## src/usc_pkg.sv

```systemverilog
package usc_pkg;

	// Register byte addresses
	localparam logic [11:0] ADDR_CONFIG = 12'h000;
	localparam logic [11:0] ADDR_CONTROL = 12'h004;
	localparam logic [11:0] ADDR_STATUS_WIN = 12'h008;
	localparam logic [11:0] ADDR_FLAGS = 12'h00C;

	// usb_configuration fields
	localparam int CFG_EYE = 7;
	localparam int CFG_OEMON = 6;
	localparam int CFG_PULLUP = 4;
	localparam int CFG_XDIS = 3;
	localparam int CFG_FS = 2;
	localparam int CFG_PP_HI = 1;
	localparam int CFG_PP_LO = 0;
	localparam logic [7:0] CFG_RESET = 8'h00;
	localparam logic [7:0] CFG_WMASK = 8'hDF;

	// Control register fields
	localparam int CTL_MODEN = 0;
	localparam int CTL_REGEN = 1;

	// Flag register fields
	localparam int FLG_DONE = 0;
	localparam int FLG_FULL = 1;
	localparam int FLG_CNT_LO = 2;

	// Status window fields
	localparam int WIN_EP_LO = 3;
	localparam int WIN_DIR = 2;
	localparam int WIN_BANK = 1;

	// Ping-pong modes
	localparam logic [1:0] PP_NONE = 2'h0;
	localparam logic [1:0] PP_EP0_OUT = 2'h1;
	localparam logic [1:0] PP_ALL = 2'h2;
	localparam logic [1:0] PP_EP1_15 = 2'h3;

	// Driver codes, {plus, minus}
	localparam logic [1:0] TX_SE0 = 2'h0;
	localparam logic [1:0] TX_DIFF0 = 2'h1;
	localparam logic [1:0] TX_DIFF1 = 2'h2;
	localparam logic [1:0] TX_ILLEGAL = 2'h3;

	// Status FIFO
	localparam int FIFO_DEPTH = 4;
	localparam int PTR_W = 2;
	localparam int CNT_W = 3;
	localparam logic [CNT_W-1:0] CNT_FULL = 3'h4;

	// Flag must come back within this many instruction cycles of 4 clocks
	localparam int REFLAG_TCY = 5;
	localparam int TCY_CLKS = 4;
	localparam int REFLAG_CLKS = REFLAG_TCY * TCY_CLKS;

	// Eye-pattern bit timing
	localparam int CLK_HZ = 50_000_000;
	localparam int FS_BIT_HZ = 12_000_000;
	localparam int LS_BIT_HZ = 1_500_000;
	localparam int FS_BIT_CLKS = CLK_HZ / FS_BIT_HZ;
	localparam int LS_BIT_CLKS = CLK_HZ / LS_BIT_HZ;
	localparam int BITCNT_W = 6;

	typedef struct packed {
		logic [3:0] endpoint_number;
		logic       dir_in;
		logic       pingpong_bank_indicator;
	} usc_xfer_s;

	typedef enum logic [1:0] {
		RX_SE0,
		RX_LOW_SPEED,
		RX_HIGH_SPEED,
		RX_ERROR
	} usc_rx_state_e;

endpackage

```

## src/usc_top.sv

```systemverilog
// Design decisions made here: the APB interface to the registers and the register addresses.
`timescale 1ns/1ps
// Notes on behaviour
// - Config bit 7 enables eye-pattern test
// - Bit 6 makes output-enable mark driving intervals
// - External transceiver keeps output-enable monitoring active
// - Bit 4 pull-up: D+ full, D- low speed
// - Pull-up ignored with external transceiver
// - Bit 3 selects external transceiver interface
// - Bit 2 selects full or low speed
// - Two-bit field selects ping-pong buffering scheme
// - Driver codes SE0, diff0, diff1; never 11
// - Decode single-ended receive pair into states
// - Output-enable low while transmitting with monitoring active, else high
// - Monitoring active if external or bit 6
// - Eye test repeats J-K or K-J forever
// - Supply pin live with regulator and module enabled
// - Status window shows head of four-entry FIFO
// - Completions push status; extras queue up to four, further ones are dropped
// - Clearing flag pops; flag returns within 5 Tcy
// - Request with full FIFO gets automatic NAK
// - Window: endpoint 6-3, direction 2, bank 1
module usc_top (
	// APB
	input  wire logic                 pclk,
	input  wire logic                 presetn,
	input  wire logic                 psel,
	input  wire logic                 penable,
	input  wire logic                 pwrite,
	input  wire logic [11:0]          paddr,
	input  wire logic [31:0]          pwdata,
	output logic      [31:0]          prdata,
	output logic                      pready,
	output logic                      pslverr,
	// Engine side
	input  wire logic                 eng_tx_en,
	input  wire logic [1:0]           eng_tx_code,
	input  wire logic                 xfer_done,
	input  wire usc_pkg::usc_xfer_s   xfer_status,
	input  wire logic                 token_req,
	output logic                      token_nak,
	output usc_pkg::usc_rx_state_e    eng_rx_state,
	output logic                      eng_rx_data,
	output logic                      pp_ep0_out,
	output logic                      pp_ep0_in,
	output logic                      pp_ep_other,
	output logic                      full_speed_sel,
	output logic                      eye_active,
	output logic                      status_fifo_full,
	// Internal transceiver
	input  wire logic                 int_rx_dplus,
	input  wire logic                 int_rx_dminus,
	input  wire logic                 int_rx_diff,
	output logic                      int_tx_plus,
	output logic                      int_tx_minus,
	output logic                      int_tx_en,
	output logic                      int_xcvr_active,
	output logic                      pullup_dplus,
	output logic                      pullup_dminus,
	output logic                      usb_supply_en,
	// External transceiver
	input  wire logic                 rx_single_dplus,
	input  wire logic                 rx_single_dminus,
	input  wire logic                 rx_differential,
	output logic                      tx_drive_plus,
	output logic                      tx_drive_minus,
	output logic                      xcvr_output_enable_n
);

	function automatic logic pp_on(input logic [1:0] mode, input logic ep0, input logic dir_in);
		pp_on = (mode == usc_pkg::PP_ALL) || (mode == usc_pkg::PP_EP1_15 && !ep0)
			|| (mode == usc_pkg::PP_EP0_OUT && ep0 && !dir_in);
	endfunction

	// Registers
	logic [7:0]                     usb_configuration;
	logic                           module_enable;
	logic                           regulator_enable;
	logic                           transfer_done_flag;
	usc_pkg::usc_xfer_s             fifo_mem [usc_pkg::FIFO_DEPTH];
	logic [usc_pkg::PTR_W-1:0]      rd_ptr;
	logic [usc_pkg::PTR_W-1:0]      wr_ptr;
	logic [usc_pkg::CNT_W-1:0]      fifo_cnt;
	logic [usc_pkg::BITCNT_W-1:0]   bit_cnt;
	logic                           eye_phase;
	logic [5:0]                     rx_sync1;
	logic [5:0]                     rx_sync2;

	// APB decode
	wire apb_access = psel && penable && pready;
	wire apb_write = apb_access && pwrite;
	wire hit_cfg = paddr == usc_pkg::ADDR_CONFIG;
	wire hit_ctl = paddr == usc_pkg::ADDR_CONTROL;
	wire hit_win = paddr == usc_pkg::ADDR_STATUS_WIN;
	wire hit_flg = paddr == usc_pkg::ADDR_FLAGS;
	wire hit_any = hit_cfg || hit_ctl || hit_win || hit_flg;
	wire wr_cfg = apb_write && hit_cfg;
	wire wr_ctl = apb_write && hit_ctl;
	wire clr_done = apb_write && hit_flg && pwdata[usc_pkg::FLG_DONE] && transfer_done_flag;

	// Configuration fields
	wire cfg_eye = usb_configuration[usc_pkg::CFG_EYE];
	wire cfg_oemon = usb_configuration[usc_pkg::CFG_OEMON];
	wire cfg_pullup = usb_configuration[usc_pkg::CFG_PULLUP];
	wire cfg_xdis = usb_configuration[usc_pkg::CFG_XDIS];
	wire cfg_fs = usb_configuration[usc_pkg::CFG_FS];
	wire [1:0] cfg_pp = usb_configuration[usc_pkg::CFG_PP_HI:usc_pkg::CFG_PP_LO];

	// Status FIFO
	wire fifo_full = fifo_cnt == usc_pkg::CNT_FULL;
	wire fifo_empty = fifo_cnt == '0;
	wire push = xfer_done && !fifo_full && module_enable;
	wire pop = clr_done && !fifo_empty;
	usc_pkg::usc_xfer_s head;
	assign head = fifo_mem[rd_ptr];

	wire [usc_pkg::CNT_W-1:0] next_fifo_cnt = !module_enable ? '0 :
		fifo_cnt + usc_pkg::CNT_W'(push) - usc_pkg::CNT_W'(pop);
	// Flag drops for one cycle on a clear, then returns if entries remain
	wire next_done = module_enable && ((transfer_done_flag && !clr_done)
		|| (!transfer_done_flag && !fifo_empty));

	// Window read value
	wire [31:0] win_data = {24'h0, 1'b0, head.endpoint_number, head.dir_in,
		head.pingpong_bank_indicator, 1'b0};
	wire [31:0] flg_data = {27'h0, fifo_cnt, fifo_full, transfer_done_flag};
	wire [31:0] next_prdata = !hit_any ? 32'h0 :
		hit_cfg ? {24'h0, usb_configuration} :
		hit_ctl ? {30'h0, regulator_enable, module_enable} :
		hit_win ? win_data : flg_data;

	// Eye pattern and transmit path
	wire eye_run = cfg_eye && module_enable;
	wire [usc_pkg::BITCNT_W-1:0] bit_last = cfg_fs ?
		usc_pkg::BITCNT_W'(usc_pkg::FS_BIT_CLKS - 1) :
		usc_pkg::BITCNT_W'(usc_pkg::LS_BIT_CLKS - 1);
	wire bit_end = bit_cnt >= bit_last;
	// Low speed J and full speed K are both differential 0, so both sequences open on it
	wire [1:0] eye_code = eye_phase ? usc_pkg::TX_DIFF1 : usc_pkg::TX_DIFF0;
	wire [1:0] eng_code = eng_tx_code == usc_pkg::TX_ILLEGAL ? usc_pkg::TX_SE0 : eng_tx_code;
	wire driving = eye_run || (eng_tx_en && module_enable);
	wire [1:0] next_code = !driving ? usc_pkg::TX_SE0 : eye_run ? eye_code : eng_code;
	wire oe_monitor = cfg_xdis || cfg_oemon;
	wire next_oe_n = !(oe_monitor && driving);

	// Receive path: both pin sets are synchronised, the choice is made after the second stage
	wire [2:0] rx_pick = cfg_xdis ? rx_sync2[5:3] : rx_sync2[2:0];
	usc_pkg::usc_rx_state_e next_rx_state;
	assign next_rx_state = usc_pkg::usc_rx_state_e'(rx_pick[2:1]);

	// Pull-up and supply
	wire pull_ok = module_enable && cfg_pullup && !cfg_xdis;
	wire next_pu_dp = pull_ok && cfg_fs;
	wire next_pu_dm = pull_ok && !cfg_fs;

	always_ff @(posedge pclk or negedge presetn)
	begin
		if (!presetn)
		begin
			pready <= 1'b0;
			pslverr <= 1'b0;
			prdata <= 32'h0;
		end
		else
		begin
			pready <= psel && penable && !pready;
			pslverr <= psel && penable && !pready && !hit_any;
			prdata <= next_prdata;
		end
	end

	always_ff @(posedge pclk or negedge presetn)
	begin
		if (!presetn)
		begin
			usb_configuration <= usc_pkg::CFG_RESET;
			module_enable <= 1'b0;
			regulator_enable <= 1'b0;
		end
		else
		begin
			if (wr_cfg)
				usb_configuration <= pwdata[7:0] & usc_pkg::CFG_WMASK;
			if (wr_ctl)
			begin
				module_enable <= pwdata[usc_pkg::CTL_MODEN];
				regulator_enable <= pwdata[usc_pkg::CTL_REGEN];
			end
		end
	end

	always_ff @(posedge pclk or negedge presetn)
	begin
		if (!presetn)
		begin
			fifo_cnt <= '0;
			rd_ptr <= '0;
			wr_ptr <= '0;
			transfer_done_flag <= 1'b0;
			token_nak <= 1'b0;
			status_fifo_full <= 1'b0;
		end
		else
		begin
			fifo_cnt <= next_fifo_cnt;
			rd_ptr <= !module_enable ? '0 : rd_ptr + usc_pkg::PTR_W'(pop);
			wr_ptr <= !module_enable ? '0 : wr_ptr + usc_pkg::PTR_W'(push);
			transfer_done_flag <= next_done;
			token_nak <= token_req && fifo_full && module_enable;
			status_fifo_full <= next_fifo_cnt == usc_pkg::CNT_FULL;
		end
	end

	// Entry storage has no reset; the window shows the entry at rd_ptr whatever the count
	always_ff @(posedge pclk)
	begin
		if (push)
			fifo_mem[wr_ptr] <= xfer_status;
	end

	always_ff @(posedge pclk or negedge presetn)
	begin
		if (!presetn)
		begin
			bit_cnt <= '0;
			eye_phase <= 1'b0;
		end
		else
		begin
			bit_cnt <= (!eye_run || bit_end) ? '0 : bit_cnt + 1'b1;
			eye_phase <= eye_run && (eye_phase ^ bit_end);
		end
	end

	always_ff @(posedge pclk or negedge presetn)
	begin
		if (!presetn)
		begin
			tx_drive_plus <= 1'b0;
			tx_drive_minus <= 1'b0;
			int_tx_plus <= 1'b0;
			int_tx_minus <= 1'b0;
			int_tx_en <= 1'b0;
			xcvr_output_enable_n <= 1'b1;
			eye_active <= 1'b0;
		end
		else
		begin
			{tx_drive_plus, tx_drive_minus} <= cfg_xdis ? next_code : usc_pkg::TX_SE0;
			{int_tx_plus, int_tx_minus} <= cfg_xdis ? usc_pkg::TX_SE0 : next_code;
			int_tx_en <= !cfg_xdis && driving;
			xcvr_output_enable_n <= next_oe_n;
			eye_active <= eye_run;
		end
	end

	always_ff @(posedge pclk or negedge presetn)
	begin
		if (!presetn)
		begin
			rx_sync1 <= 6'h00;
			rx_sync2 <= 6'h00;
			eng_rx_state <= usc_pkg::RX_SE0;
			eng_rx_data <= 1'b0;
		end
		else
		begin
			rx_sync1 <= {rx_single_dplus, rx_single_dminus, rx_differential, int_rx_dplus, int_rx_dminus, int_rx_diff};
			rx_sync2 <= rx_sync1;
			eng_rx_state <= next_rx_state;
			eng_rx_data <= rx_pick[0];
		end
	end

	always_ff @(posedge pclk or negedge presetn)
	begin
		if (!presetn)
		begin
			int_xcvr_active <= 1'b0;
			full_speed_sel <= 1'b0;
			pullup_dplus <= 1'b0;
			pullup_dminus <= 1'b0;
			usb_supply_en <= 1'b0;
			pp_ep0_out <= 1'b0;
			pp_ep0_in <= 1'b0;
			pp_ep_other <= 1'b0;
		end
		else
		begin
			int_xcvr_active <= !cfg_xdis;
			full_speed_sel <= cfg_fs;
			pullup_dplus <= next_pu_dp;
			pullup_dminus <= next_pu_dm;
			usb_supply_en <= regulator_enable && module_enable;
			pp_ep0_out <= pp_on(cfg_pp, 1'b1, 1'b0);
			pp_ep0_in <= pp_on(cfg_pp, 1'b1, 1'b1);
			pp_ep_other <= pp_on(cfg_pp, 1'b0, 1'b0);
		end
	end

	chk_drive_never_illegal: assert property (
		@(posedge pclk) disable iff (!presetn)
		!(tx_drive_plus && tx_drive_minus) && !(int_tx_plus && int_tx_minus))
		else $error("driver pair shows the illegal 11 code");

	chk_oe_follows_drive: assert property (
		@(posedge pclk) disable iff (!presetn)
		(oe_monitor && driving) |=> !xcvr_output_enable_n)
		else $error("output enable not low while driving");

	chk_oe_idle_high: assert property (
		@(posedge pclk) disable iff (!presetn)
		(!driving || (!cfg_xdis && !cfg_oemon)) |=> xcvr_output_enable_n)
		else $error("output enable low with nothing driven or monitor off");

	chk_pullup_gated: assert property (
		@(posedge pclk) disable iff (!presetn)
		$past(cfg_xdis) |-> !pullup_dplus && !pullup_dminus)
		else $error("pull-up on with external transceiver");

	chk_pullup_side: assert property (
		@(posedge pclk) disable iff (!presetn)
		(module_enable && cfg_pullup && !cfg_xdis) |=> (pullup_dplus == $past(cfg_fs))
			&& (pullup_dminus != $past(cfg_fs)))
		else $error("pull-up on wrong line for speed");

	chk_supply_gate: assert property (
		@(posedge pclk) disable iff (!presetn)
		usb_supply_en |-> $past(regulator_enable) && $past(module_enable))
		else $error("supply pin live without both enables");

	chk_flag_returns: assert property (
		@(posedge pclk) disable iff (!presetn)
		(clr_done && fifo_cnt > 3'h1 && module_enable) |-> ##[1:2] transfer_done_flag)
		else $error("flag not back after clear with entries left");

	chk_flag_stays_clear: assert property (
		@(posedge pclk) disable iff (!presetn)
		(clr_done && fifo_cnt == 3'h1 && !xfer_done) |=> !transfer_done_flag)
		else $error("flag back with an empty FIFO");

	chk_full_nak: assert property (
		@(posedge pclk) disable iff (!presetn)
		(token_req && fifo_full && module_enable) |=> token_nak)
		else $error("no NAK for request while FIFO full");

	chk_no_overflow: assert property (
		@(posedge pclk) disable iff (!presetn)
		fifo_cnt <= usc_pkg::CNT_FULL)
		else $error("status FIFO count beyond four");

	chk_disable_flush: assert property (
		@(posedge pclk) disable iff (!presetn)
		!module_enable |=> fifo_cnt == 3'h0 && !transfer_done_flag)
		else $error("FIFO not flushed while module disabled");

	chk_eye_alternates: assert property (
		@(posedge pclk) disable iff (!presetn)
		(eye_run && bit_end) ##1 eye_run |-> eye_phase != $past(eye_phase))
		else $error("eye pattern failed to alternate");

	chk_rx_decode: assert property (
		@(posedge pclk) disable iff (!presetn)
		##1 (eng_rx_state == usc_pkg::RX_ERROR) == $past(rx_pick[2] && rx_pick[1]))
		else $error("receive pair decoded wrongly");

endmodule

```

## config.mk

```make
export PLATFORM = sky130hd
export DESIGN_NAME = usc_top
export DESIGN_NICKNAME = d
export VERILOG_FILES = /design/src/usc_pkg.sv /design/src/usc_top.sv
export SDC_FILE = /design/constraint.sdc
export NUM_CORES = 1
export LEC_CHECK = 0
export ABC_AREA = 1
export BUFFER_PORTS_ARGS = -buffer_cell sky130_fd_sc_hd__buf_2
export CORE_MARGIN = 2
export CORE_UTILIZATION = 46
export DETAILED_ROUTE_END_ITERATION = 10
export GPL_TIMING_DRIVEN = 0
export PLACE_DENSITY = 0.76
export SYNTH_ARGS = -nofsm -noshare
export SYNTH_HDL_FRONTEND = slang
export SYNTH_SLANG_ARGS = --single-unit
```

## constraint.sdc

```tcl
create_clock -name pclk -period 2 [get_ports pclk]
set_input_delay 0.1 -clock pclk [delete_from_list [all_inputs] [get_ports pclk]]
set_output_delay 0.1 -clock pclk [all_outputs]
set_load 0.02 [all_outputs]
```

==> results of run 1 <==
through the flow:
step	total power, mW	hold WS [ns]
global route	3.50	0.0357
floorplan	2.05	-0.196
CTS	3.39	0.00320
detailed placement	2.14	0.210
global placement	2.13	0.208
finish	3.37	0.0194
synthesized netlist by cell type:
cell | instances | area, µm²
a21oi_1 | 3 | 15.0
a21oi_2 | 4 | 35.0
a221oi_1 | 1 | 8.76
a31oi_1 | 1 | 6.26
buf_2 | 2 | 10.0
buf_4 | 24 | 180
buf_6 | 3 | 33.8
clkbuf_1 | 2 | 7.51
conb_1 | 1 | 3.75
dfrtp_1 | 65 | 1630
dfstp_2 | 1 | 26.3
edfxtp_1 | 24 | 721
fa_1 | 1 | 20.0
ha_1 | 8 | 100
inv_1 | 41 | 154
inv_2 | 2 | 7.51
nand2_1 | 69 | 259
nand2_2 | 6 | 37.5
nand2_4 | 1 | 11.3
nand3_1 | 29 | 145
nand3_2 | 1 | 10.0
nand3_4 | 2 | 35.0
nand4_1 | 3 | 18.8
nand4_4 | 1 | 21.3
nor2_1 | 31 | 116
nor2_2 | 4 | 25.0
nor2_4 | 3 | 33.8
nor3_1 | 7 | 35.0
nor3_2 | 2 | 20.0
nor3_4 | 1 | 16.3
nor3b_1 | 1 | 7.51
nor4_1 | 3 | 18.8
o21a_1 | 1 | 7.51
o21ai_0 | 9 | 45.0
o21ai_1 | 6 | 30.0
o21ai_2 | 1 | 8.76
o221ai_1 | 1 | 8.76
o22ai_1 | 1 | 6.26
or2_2 | 1 | 6.26
xnor2_1 | 3 | 26.3
xor2_1 | 3 | 26.3
tightest hold or removal path: stages:
cell and delay (ns):
buf_2 0.12, nand3_1 0.07, nand2_1 0.05
registers in the layout, indices dropped and copies added (netlist names), 2 cells and up:
| signal | flops |
|---|---|
| wr_ptr | 2 |
| rx_sync2 | 6 |
| eng_rx_state | 2 |
| rd_ptr | 2 |
| bit_cnt | 6 |
| prdata | 8 |
| rx_sync1 | 6 |
| fifo_cnt | 3 |
| usb_configuration | 7 |
| fifo_mem | 24 |
metal layers:
layer	up-vias	share of wire, %
met4	0	1.6
li1	1429	-
met1	1380	41
met5	-	0
met2	82	52
met3	13	5.3
cells by family (layout without fill, tap and decap cells):
family / count (synthesis) / count (layout) / synth area share (%)
other: 1 / 24 / 0.0954
AO/OA/AOI/OAI: 28 / 28 / 4.36
XOR/XNOR: 6 / 6 / 1.34
AND/OR/NAND/NOR: 165 / 165 / 20.8
buffers and inverters: 74 / 192 / 9.99
adder cells (fa/ha/maj): 9 / 9 / 3.06
flip-flops: 90 / 90 / 60.4
area by class of cell:
class | instances | area (µm²) | area share, %
inverter | 43 | 164 | 3.24
clock buffer | 10 | 128 | 2.52
timing repair buffer | 102 | 648 | 12.8
tap | 105 | 131 | 2.60
sequential | 90 | 2370 | 46.9
buffer | 31 | 231 | 4.57
multi-input combinational | 232 | 1320 | 26.0
clock inverter | 6 | 65.1 | 1.29
power breakdown:
part	leakage (nW)	switching, mW	internal (mW)
combinational	1.41	0.127	0.103
sequential	1.05	0.00473	1.90
clock	0.0894	0.655	0.580
worst min-delay path by stage:
stage / to / slack (ns) / start / depth (start not counted)
3_3_place_gp: rx_sync1[0] / 0.21 / int_rx_diff / 1
3_5_place_dp: rx_sync1[0] / 0.21 / int_rx_diff / 1
2_1_floorplan: bit_cnt[0] / -0.20 / presetn / 0
5_1_grt: regulator_enable / 0.04 / pwdata[1] / 3
6_report: module_enable / 0.02 / pwdata[0] / 3
4_1_cts: regulator_enable / 0.003 / pwdata[1] / 3
timing repair:
| item | 4_1_cts | 5_1_grt |
|---|---|---|
| pin swaps | 6 | 7 |
| hold endpoints to repair | 39 | 65 |
| hold buffers | 21 | 1 |
| resized for setup | 10 | 14 |
| setup buffers | 11 | 1 |
| setup endpoints to repair | 27 | 38 |
==> reports/results.ini, run 1 <==
[critical_path]
r2r_start = pready
cpLargestDelayFamily = adder cells
worstSetupPathType = flop to flop
worst_path_max_delay_cell = fa_2
worstSetupStartpointType = flop
r2r_cells = 9
cp-end-kind = flop
crit_buf_inv = 1
reg2reg_slack_ns = -0.05
worstPathCellList = nand4_1 > nor2_2 > nand4_4 > xor2_2 > ha_2 > inv_2 > fa_2 > nor2_2 > nor4_2
crit_fanout = 2
crit_cells = 9
arrival_ns = 2.32
max_stage_delay_ns = 0.53
path_common_cell = nor2_2
timing.rr.end = status_fifo_full
cp-endpoint = status_fifo_full
cp-startpoint = pready
critPathRequiredTime_ns = 2.27

[pwr]
max-vdd-ir-drop_mv = 0.474
p_per_area_mw_per_mm2 = 667
power_leakage_nw = 2.55

[clock_tree]
cts_max_level = 3
cts_tree = yes
clock-root-buffer = clkbuf_8
cts_buffers = 9
clock_latency_ns = 0.37
clock_path_buffers = 2
clk_pin_slew_ns = 0.09
cts_sinks = 90

[global_route]
use_met3_pct = 4.50
use_met2_pct = 30.8
grtUsageTotal_pct = 18.1
grt_remaining_overflow = 0
grt_max_degree = 67
grt_pass1_vias = 2678
gr-max-usage-layer = met2
grt_pass1_wl_mm = 12.6
met1_usage_pct = 22.5
antenna_found_initial = 0

[timing]
skew_ns = 0.00899
setup_ws_ns = -0.0522
rsz0062_at_grt = true
hold_viol_final = 0
fin_tns_setup_ns = -0.0522
period_needed_ns = 2.05
setup_viol = 1
max_freq_mhz = 487
tightest_slew_ns = 1.02
slew_headroom_pct = 31.5
finalCritPeriodShare_pct = 103
slew_viol_final = 0

[placed_design]
port_buffers = 70
place_congestion = 0.806
dp_cells = 571
hpwl_mm = 5.46
placed_cell_area_mm2 = 0.00450
place_ws_ns = -0.388

[synthesis]
avgSynthCellArea_um2 = 10.5
seq_area_frac_synth_pct = 60.4
syn-cell-area_mm2 = 0.00393
synth_seq_cells = 90
ys_types = 41
synth_cells = 373
yosysWarnings = 0

[detailed_routing]
antenna_left = 0
first_pass_iters = 4
viasPerCell = 4.69
wirelength_mm = 7.94
drt_iter0_drc = 164
vias = 2904
drc = 0
wl_per_cell_um = 12.8

[layout]
antenna_cells = 0
drive_above_1_share_pct = 33.5
area_growth_pct = 28.7
num-nets-final = 584
final_util_pct = 61.3
fillers = 677
final_cell_count_no_fill = 619
postLayoutCellArea_mm2 = 0.00506
final_cell_mix = buf_2 (71), nand2_1 (67), dfrtp_1 (64)
layout_commonest_cell = buf_2

[die]
die_area_mm2 = 0.00930
die_w_um = 96.4
start_util_pct = 47.6
die_h_um = 96.4
rows = 33
core-area_mm2 = 0.00826
io_pins = 120

[outcome]
outcome = complete, but fails checks
violations = setup timing

[run]
drv_cap = 0

[worst_hold_path]
worstHoldPathType = input pin to flop

(Power assumes the default switching activity.)
==> inputs of run 2 (changes only) <==
--- a/config.mk
+++ b/config.mk
@@ -7,6 +7,7 @@
 export LEC_CHECK = 0
 export ABC_AREA = 1
 export BUFFER_PORTS_ARGS = -buffer_cell sky130_fd_sc_hd__buf_2
+export CORE_ASPECT_RATIO = 1.2
 export CORE_MARGIN = 2
 export CORE_UTILIZATION = 46
 export DETAILED_ROUTE_END_ITERATION = 10
==> reports/results.ini, run 2 (synthesis results as in run 1) <==
[outcome]
violations = setup timing
outcome = complete, but fails checks

[layout]
final_cell_mix = buf_2 (71), nand2_1 (68), dfrtp_1 (63)
postLayoutCellArea_mm2 = 0.00502  ; -0.79%
fillers = 670  ; -1.0%
final_util_pct = 61.2  ; about the same
multi_input_area_mm2 = 0.00131  ; -0.47%
antenna_cells = 0  ; unchanged
drive_above_1_share_pct = 32.1  ; -1.4 points
seq_area_mm2 = 0.00238  ; about the same
num-nets-final = 578  ; -1.0%
area_growth_pct = 27.7
regMostFlops = fifo_mem
largest_reg_flops = 24  ; unchanged
layout_commonest_cell = buf_2
final_cell_count_no_fill = 622  ; +0.48%
reg_top3 = fifo_mem: 24 flops, prdata: 8 flops, usb_configuration: 7 flops

[clock_tree]
cts_buffers = 9  ; unchanged
clock_latency_ns = 0.36  ; about the same
cts_sinks = 90  ; unchanged
clock_path_buffers = 2  ; unchanged
cts_tree = yes
clock-root-buffer = clkbuf_8
clk_pin_slew_ns = 0.09  ; about the same
cts_max_level = 3  ; unchanged

[global_route]
grtUsageTotal_pct = 17.4  ; -0.75 points
antenna_found_initial = 0  ; unchanged
grt_max_degree = 67  ; unchanged
grt_pass1_wl_mm = 12.5  ; -1.3%
grt_remaining_overflow = 0  ; unchanged
grt_pass1_vias = 2761  ; +3.1%

[die]
die_h_um = 105  ; +9.2%
die_w_um = 88.4  ; -8.4%
core-area_mm2 = 0.00820  ; -0.73%
start_util_pct = 48.0  ; +0.35 points
io_pins = 120  ; unchanged
rows = 36  ; +9.1%
die_area_mm2 = 0.00930  ; about the same

[placed_design]
port_buffers = 70  ; unchanged
place_congestion = 0.819  ; +1.6%
placed_cell_area_mm2 = 0.00451  ; +0.25%
hpwl_mm = 5.54  ; +1.3%
dp_cells = 580  ; +1.6%

[timing]
finalCritPeriodShare_pct = 104  ; +1.7 points
hold_viol_final = 0  ; unchanged
slew_viol_final = 0  ; unchanged
tightest_slew_ns = 0.946  ; -0.0726 ns
max_freq_mhz = 479  ; -1.6%
setup_viol = 1  ; unchanged
setup_ws_ns = -0.0865  ; -0.0344 ns
skew_ns = 0.0134  ; +0.00444 ns
rsz0062_at_grt = true
period_needed_ns = 2.09  ; +0.0344 ns
slew_headroom_pct = 36.4  ; +4.9 points
hold_ws_ns = 0.0163  ; -0.00316 ns

[critical_path]
worstSetupPathType = flop to flop
cpLargestDelayFamily = adder cells
worstPathCellList = inv_2 > nand3_2 > nand3_4 > xor2_1 > ha_2 > inv_1 > fa_2 > nor2_2 > nor4_4
crit_fanout = 6  ; +4
timing.rr.end = status_fifo_full
worstSetupStartpointType = flop
cp-end-kind = flop
worst_path_max_delay_cell = fa_2
max_stage_delay_ns = 0.52  ; about the same
r2r_start = fifo_cnt[1]
crit_cells = 9  ; unchanged
crit_buf_inv = 2  ; +1
critPathRequiredTime_ns = 2.25  ; -0.02 ns
reg2reg_slack_ns = -0.09  ; -0.03 ns
r2r_cells = 9  ; unchanged
arrival_ns = 2.34  ; +0.02 ns

[detailed_routing]
drc = 0  ; unchanged
wl_per_cell_um = 12.3  ; -4.0%
vias = 2851  ; -1.8%
viasPerCell = 4.58  ; -2.3%
first_pass_iters = 4  ; unchanged
antenna_left = 0  ; unchanged
wirelength_mm = 7.66  ; -3.6%
drt_iter0_drc = 157  ; -4.3%

[pwr]
total_power_mw = 3.36  ; -0.43%
p_per_area_mw_per_mm2 = 669  ; +0.36%
power_leakage_nw = 2.51  ; -1.5%
max-vdd-ir-drop_mv = 0.419  ; -12%

[run]
drv_cap = 0  ; unchanged

[worst_hold_path]
hold_end = regulator_enable
holdPathStages = 3  ; unchanged
worstHoldPathType = input pin to flop
min_from = pwdata[1]

[run 2: worst register-to-register path, delay by kind of cell, from the launching register on]
kind / cells / cell delay [ns]
buffers and inverters: 2 / 0.13
adder cells (fa/ha/maj): 2 / 0.70
flip-flops: 1 / 0.45
XOR/XNOR: 1 / 0.16
AND/OR/NAND/NOR: 4 / 0.52
[run 2: through the flow]
| stage | worst slack (ns) | TNS, ns |
|---|---|---|
| 2_1_floorplan | -0.0982 | -0.0982 |
| 3_3_place_gp | -0.394 | -1.94 |
| 3_5_place_dp | -0.407 | -4.06 |
| 4_1_cts | -0.210 | -2.47 |
| 5_1_grt | -0.205 | -1.02 |
| 6_report | -0.0865 | -0.0865 |
[run 2: worst max path at each step]
stage / startpoint / to / slack, ns
6_report: fifo_cnt[1] / status_fifo_full / -0.09
4_1_cts: pready / status_fifo_full / -0.21
3_3_place_gp: pready / status_fifo_full / -0.39
2_1_floorplan: pready / status_fifo_full / -0.1
3_5_place_dp: fifo_cnt[1] / status_fifo_full / -0.41
5_1_grt: pready / status_fifo_full / -0.21
[run 2: area by class of cell]
class	count	share of cell area, %
tap	114	2.84
sequential	90	47.3
inverter	43	3.22
clock inverter	6	1.32
buffer	31	4.61
timing repair buffer	96	12.0
multi-input combinational	232	26.1
clock buffer	10	2.54
[run 2: report_power, final]
| group | switching, mW | leakage [nW] | internal [mW] | total (mW) |
|---|---|---|---|---|
| logic | 0.125 | 1.36 | 0.101 | 0.226 |
| clock network | 0.641 | 0.0972 | 0.583 | 1.22 |
| registers | 0.00498 | 1.05 | 1.90 | 1.91 |
[run 2: per-layer routing]
| layer | part of all wire [%] | vias to the layer above | GRT usage (%) |
|---|---|---|---|
| li1 | - | 1420 | - |
| met4 | 2.1 | 0 | 6.60 |
| met3 | 5.0 | 15 | 4.54 |
| met5 | 0 | - | 0 |
| met2 | 53 | 78 | 30.1 |
| met1 | 40 | 1338 | 20.3 |
[run 2: what timing repair did]
item,in CTS,in global routing
setup endpoints to repair,27,27
hold endpoints to repair,39,65
pin swaps,3,4
gates resized for setup,3,13
hold buffers,21,1
setup buffers,2,2
==> inputs of run 3 (changes only) <==
--- a/config.mk
+++ b/config.mk
@@ -7,7 +7,7 @@
 export LEC_CHECK = 0
 export ABC_AREA = 1
 export BUFFER_PORTS_ARGS = -buffer_cell sky130_fd_sc_hd__buf_2
-export CORE_ASPECT_RATIO = 1.2
+export CAP_MARGIN = 5
 export CORE_MARGIN = 2
 export CORE_UTILIZATION = 46
 export DETAILED_ROUTE_END_ITERATION = 10
==> reports/results.ini, run 3 (synthesis results as in run 1) <==
[detailed_routing]
wl_per_cell_um = 12.9  ; +5.0%
drt_iter0_drc = 156  ; -0.64%
viasPerCell = 4.65  ; +1.4%
first_pass_iters = 4  ; unchanged
vias = 2857  ; +0.21%
drc = 0  ; unchanged
wirelength_mm = 7.95  ; +3.9%
antenna_left = 0  ; unchanged

[timing]
hold_viol_final = 0  ; unchanged
slew_headroom_pct = 31.9  ; -4.5 points
period_needed_ns = 2.13  ; +0.0467 ns
finalCritPeriodShare_pct = 107  ; +2.3 points
rsz0062_at_grt = true
tightest_slew_ns = 1.01  ; +0.0669 ns
setup_ws_ns = -0.133  ; -0.0467 ns
fin_tns_setup_ns = -0.133  ; -0.0467 ns
setup_viol = 1  ; unchanged
max_freq_mhz = 469  ; -2.2%
skew_ns = 0.0105  ; -0.00288 ns
slew_viol_final = 0  ; unchanged

[clock_tree]
cts_tree = yes
clock_latency_ns = 0.36  ; about the same
clock_path_buffers = 2  ; unchanged
cts_max_level = 3  ; unchanged
clk_pin_slew_ns = 0.09  ; about the same
cts_buffers = 9  ; unchanged
cts_sinks = 90  ; unchanged
clock-root-buffer = clkbuf_8

[die]
io_pins = 120  ; unchanged
die_w_um = 96.4  ; +9.1%
die_h_um = 96.4  ; -8.4%
start_util_pct = 47.6  ; -0.35 points
core-area_mm2 = 0.00826  ; +0.73%
die_area_mm2 = 0.00930  ; about the same
rows = 33  ; -8.3%

[layout]
largest_reg_flops = 24  ; unchanged
antenna_cells = 0  ; unchanged
layout_commonest_cell = buf_2
seq_area_mm2 = 0.00237  ; about the same
final_cell_mix = buf_2 (72), nand2_1 (69), dfrtp_1 (64)
num-nets-final = 580  ; +0.35%
area_growth_pct = 26.9
reg_top3 = fifo_mem: 24 flops, prdata: 8 flops, usb_configuration: 7 flops
fillers = 667  ; -0.45%
final_util_pct = 60.4  ; -0.81 points
final_cell_count_no_fill = 615  ; -1.1%
multi_input_area_mm2 = 0.00129  ; -1.3%
drive_above_1_share_pct = 31.4  ; -0.71 points
regMostFlops = fifo_mem

[critical_path]
worstSetupPathType = flop to flop
timing.rr.end = status_fifo_full
max_stage_delay_ns = 0.49  ; -0.03 ns
crit_fanout = 2  ; -4
cp-end-kind = flop
worst_path_max_delay_cell = fa_1
worstPathCellList = nand4_1 > nor2_2 > nand4_4 > xor2_2 > ha_2 > inv_1 > fa_1 > nor2_1 > nor4_1
arrival_ns = 2.38  ; +0.04 ns
r2r_start = pready
r2r_cells = 9  ; unchanged
critPathRequiredTime_ns = 2.25  ; about the same
worstSetupStartpointType = flop
reg2reg_slack_ns = -0.13  ; -0.05 ns

[pwr]
max-vdd-ir-drop_mv = 0.593  ; +42%
p_per_area_mw_per_mm2 = 650  ; -2.8%
total_power_mw = 3.24  ; -3.4%
power_leakage_nw = 2.52  ; +0.39%

[worst_hold_path]
hold_end = regulator_enable
worstHoldPathType = input pin to flop
holdPathStages = 3  ; unchanged
min_from = pwdata[1]

[global_route]
antenna_found_initial = 0  ; unchanged
grt_pass1_wl_mm = 12.7  ; +1.6%
grtUsageTotal_pct = 18.4  ; +1.0 points
grt_remaining_overflow = 0  ; unchanged
grt_pass1_vias = 2682  ; -2.9%
grt_max_degree = 39  ; -42%

[run]
drv_cap = 0  ; unchanged

[placed_design]
port_buffers = 70  ; unchanged
hpwl_mm = 5.58  ; +0.78%
dp_cells = 572  ; -1.4%
place_congestion = 0.806  ; -1.6%

[outcome]
violations = setup timing
outcome = complete, but fails checks

-- run 3: area by class of cell --
cell class	instances	share of cell area, %
plain buffers	31	4.64
clock buffers	10	2.56
clock inverters	6	0.827
inverters	43	3.23
multi-input cells	232	25.9
flip-flops and latches	90	47.6
well taps	105	2.63
repair buffers	98	12.6
-- run 3: power breakdown --
part	internal (mW)	leakage (nW)	switching (mW)
registers	1.90	1.05	0.00495
logic	0.105	1.38	0.127
clock network	0.457	0.0874	0.647
-- run 3: critical path: cells and delay by family, from the launching register on --
| family | cells | cell delay, ns |
|---|---|---|
| flops | 1 | 0.37 |
| simple gates | 5 | 0.80 |
| buf+inv | 1 | 0.05 |
| fa+ha+maj | 2 | 0.67 |
| xor+xnor | 1 | 0.15 |
-- run 3: timing repair --
item	in CTS	in global routing
setup endpoints to repair	27	22
pin swaps	4	4
hold endpoints to repair	66	0
resized for setup	4	6
cloned	0	0
setup buffers	4	1
hold buffers	22	0
-- run 3: layer usage --
layer | part of all wire, % | track usage, % | vias to the layer above | routed length [µm]
met4 | 2.1 | 6.81 | 0 | 164
met5 | 0 | 0 | - | 0
met1 | 42 | 22.5 | 1349 | 3340
li1 | - | - | 1418 | -
met2 | 52 | 31.7 | 75 | 4100
met3 | 4.4 | 4.50 | 15 | 349
-- run 3: worst max path at each step --
| stage | start | depth (start not counted) | slack, ns | endpoint |
|---|---|---|---|---|
| after detailed placement | fifo_cnt[1] | 9 | -0.37 | status_fifo_full |
| after floorplan | pready | 9 | -0.1 | status_fifo_full |
| final | pready | 9 | -0.13 | status_fifo_full |
| after CTS | pready | 9 | -0.20 | status_fifo_full |
| after global routing | pready | 9 | -0.27 | status_fifo_full |
| after global placement | pready | 9 | -0.24 | status_fifo_full |
-- run 3: per-stage QoR --
step / hold WS [ns] / instance area, µm² / setup slack (ns)
floorplan: -0.196 / 4020 / -0.0982
global placement: 0.208 / 4500 / -0.236
detailed placement: 0.161 / 4520 / -0.370
CTS: 0.00589 / 4960 / -0.203
global route: 0.0404 / 4990 / -0.266
finish: 0.0265 / 4990 / -0.133
